<file path="config.mk">
export PLATFORM = sky130hd
export DESIGN_NAME = ess_sync_ctrl
export DESIGN_NICKNAME = d
export VERILOG_FILES = /design/src/shared/ess_pkg.sv /design/src/ess_sync_ctrl.sv /design/src/ess_word_mem.sv
export SDC_FILE = /design/constraint.sdc
export NUM_CORES = 1
export LEC_CHECK = 0
export ABC_CLOCK_PERIOD_IN_PS = 8910
export BUFFER_PORTS_ARGS = -buffer_cell sky130_fd_sc_hd__buf_4
export CORE_MARGIN = 2
export CORE_UTILIZATION = 37
export DETAILED_ROUTE_END_ITERATION = 10
export GPL_ROUTABILITY_DRIVEN = 1
export GPL_TIMING_DRIVEN = 0
export PLACE_DENSITY = 0.48
export REMOVE_ABC_BUFFERS = 1
export SLEW_MARGIN = 20
export SYNTH_ARGS = -nofsm -noshare
export SYNTH_HDL_FRONTEND = slang
export SYNTH_HIERARCHICAL = 1
export SYNTH_SLANG_ARGS = --single-unit
</file>
<file path="constraint.sdc">
create_clock -name clk -period 8.91 [get_ports clk]
set_input_delay 1.782 -clock clk [delete_from_list [all_inputs] [get_ports clk]]
set_output_delay 1.782 -clock clk [all_outputs]
set_load 0.005 [all_outputs]
</file>
<file path="src/shared/ess_pkg.sv">
package ess_pkg;

  // Register offsets on the serial register port.
  localparam logic [7:0] ADDR_FIFO_CTL  = 8'h3a;
  localparam logic [7:0] ADDR_TIMING    = 8'h3d;
  localparam logic [7:0] ADDR_POWER     = 8'h3f;
  localparam logic [7:0] ADDR_FIFO_DATA = 8'h42;

  // Field positions and reset values.
  localparam int unsigned TIM_SYNC_BIT  = 0;
  localparam int unsigned TIM_CLK_BIT   = 1;
  localparam int unsigned TIM_ODR_LSB   = 5;
  localparam int unsigned TIM_ODR_MSB   = 7;
  localparam logic [7:0]  TIMING_RESET  = 8'h00;
  localparam logic [1:0]  MODE_RESET    = 2'h0;
  localparam logic [1:0]  FIFO_RESET    = 2'h0;

  // Operating modes.
  localparam logic [1:0] MODE_STANDBY = 2'h0;
  localparam logic [1:0] MODE_WAKEUP  = 2'h1;
  localparam logic [1:0] MODE_INSTANT = 2'h2;
  localparam logic [1:0] MODE_MEASURE = 2'h3;

  // FIFO modes; bypass starts no new set and empties the FIFO.
  localparam logic [1:0] FIFO_BYPASS = 2'h0;

  // Timing constants.
  localparam int unsigned CLK_HZ       = 40_000_000;
  localparam int unsigned ODR_SLOW_HZ  = 320;
  localparam int unsigned ODR_BASE_CYC = CLK_HZ / ODR_SLOW_HZ;
  localparam int unsigned EXT_BASE_DIV = 16;

  typedef enum logic [1:0] {SEQ_IDLE, SEQ_AX0, SEQ_AX1, SEQ_AX2} ess_seq_e;

  typedef struct packed {
    logic [15:0] x;
    logic [15:0] y;
    logic [15:0] z;
  } ess_axes_s;

  typedef struct packed {
    logic       rd;
    logic       wr;
    logic [7:0] addr;
    logic [7:0] wdata;
  } ess_reg_req_s;

  typedef struct packed {
    logic       valid;
    logic [7:0] data;
  } ess_reg_rsp_s;

endpackage : ess_pkg

</file>
<file path="src/ess_sync_ctrl.sv">
`timescale 1ns/1ps
module ess_sync_ctrl #(
  parameter int unsigned DEPTH       = 64,
  parameter int unsigned ODR_BASE    = ess_pkg::ODR_BASE_CYC,
  parameter int unsigned EXT_DIV     = ess_pkg::EXT_BASE_DIV,
  parameter logic [1:0]  AXIS_ROTATE = 2'h0
) (
  // Clock and reset
  input  wire logic                 clk,
  input  wire logic                 rstn,
  // Register port
  input  wire ess_pkg::ess_reg_req_s reg_req,
  output      ess_pkg::ess_reg_rsp_s reg_rsp,
  // Interrupt pins
  input  wire logic                 first_interrupt_pin_in,
  output      logic                 first_interrupt_pin_out,
  output      logic                 first_interrupt_pin_oe,
  input  wire logic                 second_interrupt_pin_in,
  // Converter
  input  wire ess_pkg::ess_axes_s   accel,
  output      logic                 conv_active
);
  import ess_pkg::*;

  localparam int unsigned AW       = $clog2(DEPTH);
  localparam logic [AW:0] SET_ROOM = (AW+1)'(DEPTH - 3);

  typedef struct packed {
    logic [7:0]    timing;
    logic [1:0]    mode;
    logic [1:0]    fifo_mode;
    logic [2:0]    i1s;
    logic [2:0]    i2s;
    logic [31:0]   div;
    ess_seq_e      seq;
    ess_axes_s     smp;
    logic [AW-1:0] wp;
    logic [AW-1:0] rp;
    logic [AW:0]   cnt;
    logic          phase;
    logic [7:0]    lsb;
    logic          pend;
    logic          pend_pop;
    logic [7:0]    pend_data;
    ess_reg_rsp_s  rsp;
    logic          i1o;
    logic          i1oe;
    logic          conv;
  } ess_state_s;

  ess_state_s st;
  ess_state_s next_st;
  logic [15:0] mem_q;
  logic [15:0] push_word;
  logic        push;
  logic        external_clock_select;
  logic        sync_sel;
  logic        meas;
  logic        i1_edge;
  logic        i2_edge;
  logic        rate_tick;
  logic        start;
  logic [31:0] limit;

  function automatic logic [31:0] odr_div(input logic [31:0] base, input logic [2:0] code);
    logic [31:0] d;
    d = base >> code;
    return (d == 32'h0) ? 32'h1 : d;
  endfunction : odr_div

  function automatic logic [15:0] axis_word(input ess_axes_s a, input logic [1:0] slot);
    logic [2:0] k;
    k = {1'b0, slot} + {1'b0, AXIS_ROTATE};
    if (k >= 3'h3) begin
      k = k - 3'h3;
    end
    if (k == 3'h0) begin
      return a.x;
    end else if (k == 3'h1) begin
      return a.y;
    end else begin
      return a.z;
    end
  endfunction : axis_word

  ess_word_mem #(.WIDTH(16), .DEPTH(DEPTH)) u_mem (
    .clk     (clk),
    .wr_en   (push),
    .wr_addr (st.wp),
    .wr_data (push_word),
    .rd_addr (st.rp),
    .rd_data (mem_q)
  );

  assign external_clock_select  = st.timing[TIM_CLK_BIT];
  assign sync_sel = st.timing[TIM_SYNC_BIT];
  assign meas     = (st.mode == MODE_MEASURE);
  assign i1_edge  = st.i1s[1] & ~st.i1s[2];
  assign i2_edge  = st.i2s[1] & ~st.i2s[2];
  assign limit    = odr_div(external_clock_select ? 32'(EXT_DIV) : 32'(ODR_BASE), st.timing[TIM_ODR_MSB:TIM_ODR_LSB]);
  assign push     = (st.seq != SEQ_IDLE);
  assign push_word = axis_word(st.smp, 2'(st.seq) - 2'h1);

  always_comb begin
    next_st = st;
    rate_tick = 1'b0;
    next_st.rsp.valid = 1'b0;
    next_st.pend = 1'b0;
    next_st.pend_pop = 1'b0;
    // The first flop of each chain feeds only the second.
    next_st.i1s = {st.i1s[1:0], first_interrupt_pin_in};
    next_st.i2s = {st.i2s[1:0], second_interrupt_pin_in};

    // Only measurement mode starts a sample; a set already started still finishes storing in the other modes.
    if (!meas) begin
      next_st.div = 32'h0;
    end else if (external_clock_select ? i1_edge : 1'b1) begin
      if (st.div >= limit - 32'h1) begin
        next_st.div = 32'h0;
        rate_tick = 1'b1;
      end else begin
        next_st.div = st.div + 32'h1;
      end
    end

    start = meas && (sync_sel ? i2_edge : rate_tick);

    case (st.seq)
      SEQ_IDLE: begin
        if (start && st.fifo_mode != FIFO_BYPASS && st.cnt <= SET_ROOM) begin
          next_st.smp = accel;
          next_st.seq = SEQ_AX0;
        end
      end
      SEQ_AX0: next_st.seq = SEQ_AX1;
      SEQ_AX1: next_st.seq = SEQ_AX2;
      default: next_st.seq = SEQ_IDLE;
    endcase

    if (push) begin
      next_st.wp = st.wp + 1'b1;
      next_st.cnt = next_st.cnt + 1'b1;
    end

    if (reg_req.rd) begin
      next_st.pend = 1'b1;
      next_st.pend_data = 8'h00;
      if (reg_req.addr == ADDR_FIFO_DATA) begin
        next_st.phase = ~st.phase;
        if (st.phase) begin
          next_st.pend_data = st.lsb;
        end else if (st.cnt != '0) begin
          next_st.pend_pop = 1'b1;
          next_st.rp = st.rp + 1'b1;
          next_st.cnt = next_st.cnt - 1'b1;
        end
      end else if (reg_req.addr == ADDR_TIMING) begin
        next_st.pend_data = st.timing;
      end else if (reg_req.addr == ADDR_POWER) begin
        next_st.pend_data = {6'h00, st.mode};
      end else if (reg_req.addr == ADDR_FIFO_CTL) begin
        next_st.pend_data = {6'h00, st.fifo_mode};
      end
    end

    if (st.pend) begin
      next_st.rsp.valid = 1'b1;
      next_st.rsp.data = st.pend_pop ? mem_q[15:8] : st.pend_data;
      if (st.pend_pop) begin
        next_st.lsb = mem_q[7:0];
      end else if (st.pend_data == 8'h00 && st.phase) begin
        next_st.lsb = 8'h00;
      end
    end

    if (reg_req.wr) begin
      if (reg_req.addr == ADDR_TIMING) begin
        next_st.timing = reg_req.wdata;
      end else if (reg_req.addr == ADDR_POWER) begin
        next_st.mode = reg_req.wdata[1:0];
      end else if (reg_req.addr == ADDR_FIFO_CTL) begin
        next_st.fifo_mode = reg_req.wdata[1:0];
        // Bypass empties the FIFO, beating any push in the same cycle.
        if (reg_req.wdata[1:0] == FIFO_BYPASS) begin
          next_st.cnt = '0;
          next_st.rp = next_st.wp;
          next_st.phase = 1'b0;
        end
      end
    end

    next_st.i1o = (next_st.cnt > SET_ROOM);
    // The pin is only driven while it is not the clock input.
    next_st.i1oe = ~next_st.timing[TIM_CLK_BIT];
    next_st.conv = (next_st.mode == MODE_MEASURE) &&
                   (!next_st.timing[TIM_SYNC_BIT] || next_st.seq != SEQ_IDLE);
  end

  always_ff @(posedge clk or negedge rstn) begin
    if (!rstn) begin
      st <= '{timing: TIMING_RESET, mode: MODE_RESET, fifo_mode: FIFO_RESET, seq: SEQ_IDLE, default: '0};
    end else begin
      st <= next_st;
    end
  end

  assign reg_rsp                 = st.rsp;
  assign first_interrupt_pin_out = st.i1o;
  assign first_interrupt_pin_oe  = st.i1oe;
  assign conv_active             = st.conv;
endmodule : ess_sync_ctrl

</file>
<file path="src/ess_word_mem.sv">
`timescale 1ns/1ps
module ess_word_mem #(
  parameter int unsigned WIDTH = 16,
  parameter int unsigned DEPTH = 64,
  parameter int unsigned AW    = $clog2(DEPTH)
) (
  // Clock
  input  wire logic             clk,
  // Write side
  input  wire logic             wr_en,
  input  wire logic [AW-1:0]    wr_addr,
  input  wire logic [WIDTH-1:0] wr_data,
  // Read side
  input  wire logic [AW-1:0]    rd_addr,
  output      logic [WIDTH-1:0] rd_data
);

  logic [WIDTH-1:0] mem [DEPTH];

  // Read before write: a word written at an edge is seen one edge later.
  always_ff @(posedge clk) begin
    if (wr_en) begin
      mem[wr_addr] <= wr_data;
    end
    rd_data <= mem[rd_addr];
  end

endmodule : ess_word_mem

</file>
Word level (Yosys, flattened, before mapping)
Memories as Yosys holds them, arrays and structs flattened. A register that Yosys moved wholly into a read port is not among the register bits. Index checks and enable logic that the tools add are counted.

Register bits after elaboration: 150. Bits in writable memories: 1024. Logic and storage cells: 124. Memories kept: 1.

Memories: u_mem.mem (depth 64, width 16, rd ports 1, clocked after Yosys merged registers in 1, wr ports 1, line ess_word_mem.sv:18) `logic [WIDTH-1:0] mem [DEPTH];`.

Add/sub/neg operators: 8. Order comparisons: 4. Equal/unequal tests: 10. Shift operators: 1. Multiplexer cells: 47. Bitwise gates (word level): 8. Reductions and logical operators: 21.

Operator list (number): $mux 32 (4); $mux 14 (7); $mux 50 (1); $mux 8 (6); $add 32x1->32 const B (1); $ge 32x32->1 (1); $logic_not 32->1 (1); $mux 16 (2); $shr 17x3->32 (1); $sub 32x1->32 const B (1); $mux 13 (2); $eq 8x6->1 const B (3); $mux 17 (1); $add 6x1->6 const B (2); $mux 2 (6); $mux 6 (2); $mux 1 (10); $mux 10 (1); $mux 9 (1); $eq 8x7->1 const B (1); $logic_not 8->1 (1); $reduce_bool 2->1 (4); $add 7x1->7 const B (1); $gt 7x6->1 const B (1); 23 further kinds (38).

Depth between registers and ports, before layout
Gate-level depths: netlist of run 1.

Depth in word-level cells: 18. Mapped depth: 24. Gate-level depth less buffers: 19.

Hierarchy
Netlist of run 1, hierarchy kept.

By module, submodules not included: ess_word_mem (instances 1, cells an instance 1829, area each 40042.2 µm², seq. area each 31069.8 µm²); ess_sync_ctrl (instances 1, cells an instance 869, area each 8795.9 µm², seq. area each 3753.6 µm²).

Worst setup path before layout of run 1
OpenSTA, ideal clock, no wires.

Kind: flip-flop to flip-flop. Start point: reg st, in the netlist external_clock_select. End point: reg st[50] (netlist bit). Library setup time: 0.127 ns. Arrival time: 5.154 ns. Required time: 8.783 ns. Slack: 3.628 ns. Cell stages (with the launch flop): 24. Cells stage by stage: dfrtp_1 clkbuf_1 inv_1 ha_1 clkbuf_1 mux2i_1 mux2i_1 nand2b_1 inv_1 a21oi_1 ha_1 nor4b_2 nand4b_1 or3_1 o21a_1 ha_1 nand4_1 nor2_1 nor4b_4 o31ai_4 a311o_1 buf_4 buf_6 mux2_1.

Longest elaborated chain between the ends: 14.

RTL lines: start, declared (line ess_sync_ctrl.sv:51) `ess_state_s st;`; start signal, assigned (line ess_sync_ctrl.sv:203) `st <= next_st;`; $mux 17 (line ess_sync_ctrl.sv:100) `assign limit = odr_div(external_clock_select ? 32'(EXT_DIV) : 32'(ODR_BASE), st.timing[TIM_ODR_MSB:TIM_ODR_LSB ...`; $shr 17x3->32 (line ess_sync_ctrl.sv:67) `d = base >> code;`; $logic_not 32->1 (line ess_sync_ctrl.sv:68) `return (d == 32'h0) ? 32'h1 : d;`; $mux 32 (line ess_sync_ctrl.sv:68); $sub 32x1->32 (line ess_sync_ctrl.sv:118) `if (st.div >= limit - 32'h1) begin`; $ge 32x32->1 (line ess_sync_ctrl.sv:118); $mux 1 (line ess_sync_ctrl.sv:118); $mux 1 * (line ess_sync_ctrl.sv:117) `end else if (external_clock_select ? i1_edge : 1'b1) begin`; $mux 1 * (line ess_sync_ctrl.sv:115) `if (!meas) begin`; $mux 1 * (line ess_sync_ctrl.sv:126) `start = meas && (sync_sel ? i2_edge : rate_tick);`; $logic_and 1x1->1 * (line ess_sync_ctrl.sv:126); $logic_and 1x1->1 * (2 in a row) (line ess_sync_ctrl.sv:130) `if (start && st.fifo_mode != FIFO_BYPASS && st.cnt <= SET_ROOM) begin`; $reduce_and 2->1 (no source line) *.

Every way passes the cells marked *; elsewhere a longest branch is shown, timed or not. A chain may end at the register's enable or synchronous reset.

Final worst setup path of run 1
Same ends and word-level chain as after synthesis.

==> results of run 1 <==
power by group:
group,switching (mW),internal (mW)
logic,0.426,0.346
registers,0.0344,6.11
clock network,2.12,2.82
cells by family (layout without fill, tap and decap cells):
logic type	after synthesis	after routing	share of synthesized area [%]
multiplexers	434	434	14.9
buffers and inverters	181	456	2.23
AND/OR/NAND/NOR	496	496	5.30
flip-flops	1190	1190	71.3
other	1	9	0.00768
XOR/XNOR	30	30	0.553
adder cells (fa/ha/maj)	48	48	1.23
AO/OA/AOI/OAI	318	318	4.49
layer usage:
| layer | wire [um] | global-route usage, % |
|---|---|---|
| met1 | 52600 | 24.3 |
| met4 | 3330 | 5.92 |
| met5 | 0 | 0 |
| met3 | 6240 | 3.04 |
| met2 | 60600 | 30.3 |
cell type report:
cell class,count,area share (%)
sequential,1190,60.8
multi-input combinational,1334,23.4
clock buffer,158,5.67
timing repair buffer,204,5.16
tap,1755,3.83
clock inverter,70,1.05
inverter,24,0.157
antenna,1,0.00437
worst max path at each step:
stage                                end  slack (ps)  cells after the start
6_report              st[50]$_DFFE_PN0P_        1940                     20
5_1_grt               st[55]$_DFFE_PN0P_        1400                     20
4_1_cts               st[50]$_DFFE_PN0P_        1960                     20
3_5_place_dp          st[50]$_DFFE_PN0P_        1990                     20
3_3_place_gp   u_mem/rd_data[15]$_DFF_P_      -10920                      4
2_1_floorplan   u_mem/rd_data[0]$_DFF_P_       -2590                      4
critical path, stage by stage (launching register included):
cell	delay, ps
dfrtp_1	500
inv_1	340
ha_1	430
mux2i_1	120
mux2i_1	370
nand2b_1	230
inv_1	50
a21oi_1	230
ha_1	240
nor4b_2	450
nand4b_1	420
or3_1	570
o21a_1	140
ha_1	300
nand4_1	120
nor2_1	80
a21o_1	190
o31ai_4	690
a311o_2	720
buf_12	270
mux2_1	350
synth_stat cells (5+ instances only):
cell type,instances,area [um^2]
dfxtp_1,16,320
a211o_1,9,78.8
nor3_1,15,75.1
nand2_1,128,480
a211oi_1,12,90.1
nand3_1,56,280
a22oi_1,48,360
nor2_1,119,447
a31oi_1,48,300
xnor2_1,17,149
nand2b_1,10,62.6
buf_2,44,220
a21oi_1,61,305
buf_6,19,214
a41oi_1,8,70.1
edfxtp_1,1024,30700
a221oi_1,18,158
nor4_2,7,87.6
or3b_1,8,70.1
ha_1,48,601
a221o_1,6,60.1
and4_1,6,52.6
mux4_2,220,4950
or4_1,5,37.5
xor2_1,12,105
buf_4,24,180
a311oi_1,8,70.1
buf_1,7,26.3
o21ai_0,40,200
inv_1,24,90.1
nand4_1,33,206
or3_1,12,75.1
mux2_1,48,541
clkbuf_1,52,195
mux2i_1,124,1240
nor2b_1,37,231
buf_12,5,100
dfrtp_1,150,3750
a22o_1,14,123
o21ai_1,10,50.1
mux2_2,38,428
and2_1,9,56.3
and3_1,14,87.6
nor4_1,7,43.8
stage by stage:
stage / util, % / setup WS, ps
after floorplan: - / -2590
after global placement: 38.6 / -10920
after detailed placement: 40.7 / 1990
after CTS: 43.7 / 1960
after global routing: 43.7 / 1400
final: 43.7 / 1940
state kept, by name, indices dropped and copies added, names as in the netlist:
register and cells:
first_interrupt_pin_out 1, next_st 4, u_mem/rd_data 16, external_clock_select 1, first_interrupt_pin_oe 1, u_mem/mem 1024
conv_active 1, reg_rsp 9, st 133
==> out/results.tsv, run 1 <==
stage	metric	value	unit
clocking	# hold bufs at CTS	0	
timing	Fmax	143	MHz
layout	fin cells	4736	
logic_synthesis	synth warn	6	
critical_path	worst r2r dst	st[50]$_DFFE_PN0P_	
layout	layout cells sized above 1	25.4	%
clocking	Clk Latency, worst-skew pair	740	ps
floorplanning	die area	135000	um^2
critical_path	CP Capture Type	flip-flop	
timing	hold violation count in the final report	0	
layout	most frequent cells in the layout	edfxtp_1 (1024), mux4_2 (220), dfrtp_1 (145)	
logic_synthesis	Mapped Area	48800	um^2
clocking	clock sink count	1190	
timing	Hold Slack	355	ps
timing	unrepaired setup endpoints after global routing	false	
drt	Vias	25600	
timing	final setup vio count	0	
global_route	vias in the first global route	26600	
pwr	Max rail drop VDD	0.169	mV
worst_hold_path	Hold Crit Endpoint	next_st[134]$_DFF_PN0_	
drt	WL/cell	25.9	um
logic_synthesis	Synth Area per Inst	18.1	um^2
clocking	Num CTS Buffers	121	
floorplanning	Die Span Y	367	um
drt	DRC errors left	0	
critical_path	critical path startpoint	external_clock_select$_DFF_PN0_	
timing	total negative slack	0	ps
pwr	LEAKAGE	18.4	nW
layout	fin area	57300	um^2
logic_synthesis	Post-synth EDFFs	1024	
floorplanning	I/O pins	82	
worst_hold_path	HP Start	next_st[133]$_DFF_PN0_	
timing	Max Slew Vio Count	0	
layout	storage element area	34800	um^2
clocking	Max clock buf depth	3	
clocking	Reg clk slew, reported paths	60	ps
clocking	CTS resizes	0	
layout	multi-input logic area	13400	um^2
run_status	status	finished, final reports clean	
clocking	post-CTS setup buffer count	0	
drt	drt first-iter violations	2150	
global_route	GRT Overall Usage	18.2	%
layout	Final #Nets	2993	
layout	Area Growth Syn to Fin	17.4	%
global_route	largest net degree at the start of global routing	97	
drt	Via-to-Cell Ratio	5.41	
global_route	total gr overflow	0	
logic_synthesis	Synth Instances	2698	
clocking	CTS tree	done	
placement	dpl cell area	53500	um^2
worst_hold_path	HP Class	flip-flop to flip-flop	
logic_synthesis	Synth Flop Type	edfxtp_1	
clocking	clk root buf	clkbuf_16	
drt	drt first pass iters	5	
layout	commonest non-fill, non-tap cell in the layout	edfxtp_1	
critical_path	reg2reg path depth	20	
run	Max-cap violations	0	
timing	fin crit share	78.3	%
critical_path	register-to-register setup slack	1940	ps
global_route	antenna violations before repair	7	
logic_synthesis	library cells used by synthesis	88	
critical_path	worst-path fanout max	27	
pwr	Power, Total	11.9	mW
critical_path	reg-to-reg startpoint	external_clock_select$_DFF_PN0_	
floorplanning	width of the die	367	um
timing	worst-margin pin slew	1050	ps
logic_synthesis	share of flip-flops with an asynchronous set or reset	12.6	%
critical_path	worst setup path category	flip-flop to flip-flop	
drt	Routed Antenna Nets	0	
placement	DPL Wire Length	83400	um
critical_path	Crit path required time	9510	ps
global_route	first-pass GRT wire length	181000	um
logic_synthesis	part of the Yosys area used for sequential elements	71.3	%
worst_hold_path	Hold Path Stages	0	
placement	placed cell count	4507	
timing	Setup Skew	30.8	ps
critical_path	CP startpoint kind	flip-flop	
clocking	H-tree levels	3	
layout	fillcell total	11300	
placement	Port Buffers	81	
timing	final period demand of the worst path	6970	ps
drt	drt total wl	123000	um
floorplanning	Initial Util	37.2	%
placement	Final GP Congestion	0.819	
pwr	power per cell area	207	nW/um^2
floorplanning	num rows	133	
floorplanning	Core Area	131000	um^2
critical_path	CP arrival	7580	ps
timing	Slew headroom	29.4	%
logic_synthesis	number of synthesized register bits	1190	
Note: power is estimated with default switching activity, not from simulation.
==> run 2, diff against run 1 <==
--- a/config.mk
+++ b/config.mk
@@ -5,7 +5,7 @@
 export SDC_FILE = /design/constraint.sdc
 export NUM_CORES = 1
 export LEC_CHECK = 0
-export ABC_CLOCK_PERIOD_IN_PS = 8910
+export ABC_CLOCK_PERIOD_IN_PS = 7000
 export BUFFER_PORTS_ARGS = -buffer_cell sky130_fd_sc_hd__buf_4
 export CORE_MARGIN = 2
 export CORE_UTILIZATION = 37
==> constraint.sdc (replaced) <==
create_clock -name clk -period 7 [get_ports clk]
set_input_delay 1.4 -clock clk [delete_from_list [all_inputs] [get_ports clk]]
set_output_delay 1.4 -clock clk [all_outputs]
set_load 0.005 [all_outputs]
==> out/results.tsv, run 2 (synthesis results as in run 1) <==
stage	metric	value	unit	change
global_route	first-pass GRT wire length	181000	um	unchanged
floorplanning	Initial Util	37.2	%	unchanged
floorplanning	I/O pins	82		unchanged
placement	Port Buffers	81		unchanged
drt	WL/cell	26.0	um	was 25.9 um
layout	commonest non-fill, non-tap cell in the layout	edfxtp_1		unchanged
clocking	clk root buf	clkbuf_16		unchanged
timing	Setup Skew	26.8	ps	was 30.8 ps
drt	drt first pass iters	5		unchanged
timing	Fmax	155	MHz	was 143 MHz
layout	Area Growth Syn to Fin	17.6	%	was 17.4%
clocking	CTS tree	done		unchanged
timing	worst-margin pin slew	1060	ps	was 1050 ps
clocking	clock sink count	1190		unchanged
critical_path	reg2reg path depth	21		was 20
timing	hold violation count in the final report	0		unchanged
pwr	LEAKAGE	18.4	nW	about the same
run	Max-cap violations	0		unchanged
timing	unrepaired setup endpoints after global routing	false		unchanged
drt	Routed Antenna Nets	0		unchanged
global_route	GRT Overall Usage	18.2	%	unchanged
timing	final setup vio count	0		unchanged
clocking	Reg clk slew, reported paths	60	ps	about the same
timing	fin crit share	92.1	%	was 78.3%
floorplanning	Die Span Y	367	um	unchanged
clocking	Clk Latency, worst-skew pair	740	ps	about the same
global_route	vias in the first global route	26600		unchanged
global_route	antenna violations before repair	7		unchanged
placement	worst slack at placement	79.5	ps	was 1990 ps
pwr	Power, Total	15.1	mW	was 11.9 mW
floorplanning	num rows	133		unchanged
critical_path	worst-path fanout max	12		was 27
floorplanning	die area	135000	um^2	unchanged
drt	Via-to-Cell Ratio	5.43		was 5.41
layout	Final #Nets	3003		was 2993
drt	drt total wl	124000	um	was 123000 um
drt	Vias	25800		was 25600
layout	ant diodes	0		was 1
layout	largest register by flop count	u_mem/mem		unchanged
placement	Final GP Congestion	0.819		unchanged
clocking	Max clock buf depth	3		unchanged
global_route	total gr overflow	0		unchanged
timing	Slew headroom	29.1	%	was 29.4%
critical_path	CP Capture Type	flip-flop		unchanged
timing	Max Slew Vio Count	0		unchanged
clocking	# hold bufs at CTS	0		unchanged
drt	drt first-iter violations	2086		was 2150
floorplanning	Core Area	131000	um^2	unchanged
worst_hold_path	HP Class	flip-flop to flip-flop		unchanged
worst_hold_path	Hold Path Stages	0		unchanged
run_status	status	finished, final reports clean		unchanged
critical_path	worst setup path category	flip-flop to flip-flop		unchanged
layout	max reg flops	1024		unchanged
critical_path	CP arrival	7060	ps	was 7580 ps
global_route	largest net degree at the start of global routing	97		unchanged
placement	DPL Wire Length	83400	um	unchanged
pwr	Max rail drop VDD	0.214	mV	was 0.169 mV
layout	fin util	43.7	%	about the same
timing	final period demand of the worst path	6450	ps	was 6970 ps
layout	layout cells sized above 1	25.7	%	was 25.4%
layout	fin area	57400	um^2	was 57300 um^2
pwr	power per cell area	263	nW/um^2	was 207 nW/um^2
timing	final setup margin	555	ps	was 1940 ps
timing	Hold Slack	354	ps	was 355 ps
critical_path	CP startpoint kind	flip-flop		unchanged
floorplanning	width of the die	367	um	unchanged
drt	DRC errors left	0		unchanged
layout	most frequent cells in the layout	edfxtp_1 (1024), mux4_2 (220), dfrtp_1 (145)		unchanged
critical_path	Crit path required time	7610	ps	was 9510 ps
placement	dpl cell area	53500	um^2	unchanged
layout	biggest regs	u_mem/mem x1024, st x133, u_mem/rd_data x16		unchanged
clocking	H-tree levels	3		unchanged
clocking	Num CTS Buffers	121		unchanged
[run 2: layout make-up]
type                       instances  area, um^2
clock buffer                     158        3250
clock inverter                    70         601
fill                           11300       73900
inverter                          24        90.1
multi-input combinational       1335       13400
sequential                      1190       34800
tap                             1755        2200
timing repair buffer             213        3050
[run 2: worst paths after layout]
path	slack, ps	start	to
min in group asynchronous	590	rstn	reg_rsp[4]$_DFFE_PN0P_
max in group asynchronous	5500	rstn	st[121]$_DFFE_PN0P_
max	550	external_clock_select$_DFF_PN0_	st[59]$_DFFE_PN0P_
min	350	next_st[133]$_DFF_PN0_	next_st[134]$_DFF_PN0_
max reg2reg	550	external_clock_select$_DFF_PN0_	st[59]$_DFFE_PN0P_
min reg2reg	350	next_st[133]$_DFF_PN0_	next_st[134]$_DFF_PN0_
[run 2: worst max-delay path: stages, from the launching register on]
cell      delay (ps)
dfrtp_1          510
inv_1            330
ha_1             420
mux2i_1          120
mux2i_1          370
nand2b_1         230
inv_1             50
a21oi_1          230
ha_1             250
nor4b_2          430
nand4b_1         400
or3_1            560
o21a_1           140
ha_1             300
nand4_1          110
nor2_1           210
nor4b_4          330
o31ai_4          120
buf_12           170
buf_12           120
a311o_1          520
mux2_1           390
[run 2: routing by layer]
layer  routed length (um)  track usage (%)  vias up
met5                    0                0        -
met4                 3410             5.92        0
met3                 6130             3.04      161
met2                61200             30.3      670
met1                52800             24.3    13700
li1                     -                -    11300
[run 2: power by group]
group	leakage, nW	switching, mW	internal (mW)
Clock	1.89	2.70	3.59
Combinational	5.31	0.544	0.440
Sequential	11.2	0.0437	7.78
Total	18.4	3.29	11.8
[run 2: per-stage QoR]
step                      std cells  setup TNS, ps
final                          4745              0
after CTS                      4735              0
after global placement         4384       -2778570
after global routing           4745              0
after detailed placement       4507              0
after floorplan                2548         -90490
[run 2: timing repair]
item / CTS / global route
setup endpoints to repair: 0 / 55
buffers inserted: 0 / 9
gates resized for setup: 0 / 1
==> run 3, diff against run 2 <==
--- a/config.mk
+++ b/config.mk
@@ -7,7 +7,7 @@
 export LEC_CHECK = 0
 export ABC_CLOCK_PERIOD_IN_PS = 7000
 export BUFFER_PORTS_ARGS = -buffer_cell sky130_fd_sc_hd__buf_4
-export CORE_MARGIN = 2
+export CORE_MARGIN = 4
 export CORE_UTILIZATION = 37
 export DETAILED_ROUTE_END_ITERATION = 10
 export GPL_ROUTABILITY_DRIVEN = 1
==> out/results.tsv, run 3 (synthesis results as in run 1) <==
stage	metric	value	unit	change
timing	worst-margin pin slew	1000	ps	was 1060 ps
floorplanning	die area	138000	um^2	was 135000 um^2
pwr	Max rail drop VDD	0.218	mV	was 0.214 mV
layout	fillcell total	11300		about the same
pwr	power per cell area	269	nW/um^2	was 263 nW/um^2
placement	Final GP Congestion	0.810		was 0.819
global_route	antenna violations before repair	2		was 7
critical_path	max incr delay on CP	520	ps	was 560 ps
timing	final period demand of the worst path	6380	ps	was 6450 ps
layout	commonest non-fill, non-tap cell in the layout	edfxtp_1		unchanged
layout	layout cells sized above 1	25.8	%	was 25.7%
clocking	H-tree levels	4		was 3
critical_path	Crit-path slowest cell	dfrtp_1		was or3_1
critical_path	worst setup path category	flip-flop to flip-flop		unchanged
drt	Routed Antenna Nets	0		unchanged
floorplanning	width of the die	371	um	was 367 um
critical_path	delay-heaviest family, CP	simple AND/OR/NAND/NOR gates		unchanged
layout	Final #Nets	3007		was 3003
clocking	Clk Latency, worst-skew pair	740	ps	about the same
layout	largest register by flop count	u_mem/mem		unchanged
critical_path	register-to-register setup slack	620	ps	was 550 ps
clocking	CTS tree	done		unchanged
clocking	# hold bufs at CTS	0		unchanged
layout	most frequent cells in the layout	edfxtp_1 (1024), mux4_2 (220), dfrtp_1 (145)		unchanged
timing	Slew headroom	33.3	%	was 29.1%
layout	fin cells	4739		was 4745
pwr	Power, Total	15.5	mW	was 15.1 mW
critical_path	crit path buf inv count	5		was 4
timing	Setup Skew	25.2	ps	was 26.8 ps
critical_path	crit-path cells	inv_1, ha_1, mux2i_1, mux2i_2, nand2b_1, inv_1, a21oi_1, ha_1, nor4b_2, nand4b_1, or3_1, o21a_1, ha_1, nand4_1, nor2_1, nor4b_4, o31ai_4, buf_8, a311o_2, buf_12, buf_16, mux2_1		was inv_1, ha_1, mux2i_1, mux2i_1, nand2b_1, inv_1, a21oi_1, ha_1, nor4b_2, nand4b_1, or3_1, o21a_1, ha_1, nand4_1, nor2_1, nor4b_4, o31ai_4, buf_12, buf_12, a311o_1, mux2_1
layout	Area Growth Syn to Fin	18.0	%	was 17.6%
layout	fin util	43.9	%	was 43.7%
global_route	largest net degree at the start of global routing	95		was 97
critical_path	Crit path required time	7610	ps	about the same
pwr	LEAKAGE	18.5	nW	was 18.4 nW
global_route	total gr overflow	0		unchanged
critical_path	CP startpoint kind	flip-flop		unchanged
floorplanning	num rows	133		unchanged
timing	fin crit share	91.1	%	was 92.1%
timing	Fmax	157	MHz	was 155 MHz
drt	DRC errors left	0		unchanged
drt	Vias	25700		was 25800
floorplanning	Core Area	131000	um^2	unchanged
drt	drt total wl	123000	um	was 124000 um
clocking	Num CTS Buffers	134		was 121
clocking	Reg clk slew, reported paths	60	ps	about the same
floorplanning	Die Span Y	371	um	was 367 um
floorplanning	I/O pins	82		unchanged
timing	hold violation count in the final report	0		unchanged
critical_path	CP Capture Type	flip-flop		unchanged
drt	drt first pass iters	5		unchanged
placement	placed cell count	4507		unchanged
global_route	vias in the first global route	26300		was 26600
placement	dpl cell area	53500	um^2	about the same
critical_path	CP arrival	6980	ps	was 7060 ps
clocking	clock sink count	1190		unchanged
critical_path	worst-path fanout max	29		was 12
floorplanning	Initial Util	37.2	%	unchanged
drt	Via-to-Cell Ratio	5.42		was 5.43
placement	Port Buffers	81		unchanged
drt	WL/cell	26.0	um	about the same
worst_hold_path	HP Class	flip-flop to flip-flop		unchanged
placement	DPL Wire Length	84500	um	was 83400 um
global_route	first-pass GRT wire length	182000	um	was 181000 um
run_status	status	finished, final reports clean		unchanged
run	Max-cap violations	0		unchanged
clocking	Max clock buf depth	3		unchanged
drt	drt first-iter violations	2046		was 2086
timing	total negative slack	0	ps	unchanged
layout	biggest regs	u_mem/mem x1024, st x133, u_mem/rd_data x16		unchanged
critical_path	crit-path most repeated cell	ha_1		unchanged
timing	Max Slew Vio Count	0		unchanged
layout	max reg flops	1024		unchanged
clocking	clk root buf	clkbuf_16		unchanged
layout	fin area	57600	um^2	was 57400 um^2
global_route	GRT Overall Usage	18.0	%	was 18.2%
timing	unrepaired setup endpoints after global routing	false		unchanged
timing	final setup vio count	0		unchanged
run 3: cell count changes in the layout (fill, tap and decap cells not counted), moves of 2 or more:
cell,previous run,this run
nor2_4,10,15
clkinv_2,25,22
buf_4,87,83
buf_8,38,29
clkbuf_1,30,28
clkbuf_8,6,2
clkbuf_16,122,139
clkinv_1,25,20
nor2_2,57,52
buf_6,28,33
run 3: metrics by stage:
stage	hold slack (ps)	setup slack [ps]
5_1_grt	372	52.7
4_1_cts	365	292
2_1_floorplan	331	-4500
3_3_place_gp	346	-11880
6_report	359	624
3_5_place_dp	342	347
run 3: power by group:
part | internal [mW] | switching, mW
clock network | 3.96 | 2.73
logic | 0.439 | 0.540
registers | 7.78 | 0.0495
run 3: final cells by class:
| type | count | area [um^2] | area share, % |
|---|---|---|---|
| Clock inverter | 61 | 542 | 0.940 |
| Timing Repair Buffer | 205 | 2930 | 5.09 |
| Inverter | 24 | 90.1 | 0.156 |
| Multi-Input combinational cell | 1334 | 13400 | 23.3 |
| Clock buffer | 169 | 3610 | 6.27 |
| Sequential cell | 1190 | 34800 | 60.5 |
| Tap cell | 1755 | 2200 | 3.81 |
| Antenna cell | 1 | 2.50 | 0.00434 |
run 3: routing by layer:
layer | wire, um | global-route usage (%) | vias up
met2 | 61100 | 29.8 | 592
met3 | 5160 | 2.89 | 159
met5 | 0 | 0 | -
met4 | 2790 | 5.17 | 0
li1 | - | - | 11300
met1 | 54000 | 24.7 | 13600
run 3: path summary, 6_finish.rpt:
path / endpoint / depth (start not counted) / startpoint
min: next_st[137]$_DFF_PN0_ / 0 / next_st[136]$_DFF_PN0_
max in group asynchronous: st[100]$_DFFE_PN0P_ / 2 / rstn
max reg2reg: st[57]$_DFFE_PN0P_ / 22 / external_clock_select$_DFF_PN0_
min in group asynchronous: reg_rsp[5]$_DFFE_PN0P_ / 1 / rstn
max: st[57]$_DFFE_PN0P_ / 22 / external_clock_select$_DFF_PN0_
min reg2reg: next_st[137]$_DFF_PN0_ / 0 / next_st[136]$_DFF_PN0_
run 3: timing repair:
action                     4_1_cts  5_1_grt
setup endpoints to repair        0       48
setup buffers                    0        1
gates resized for setup          0        1
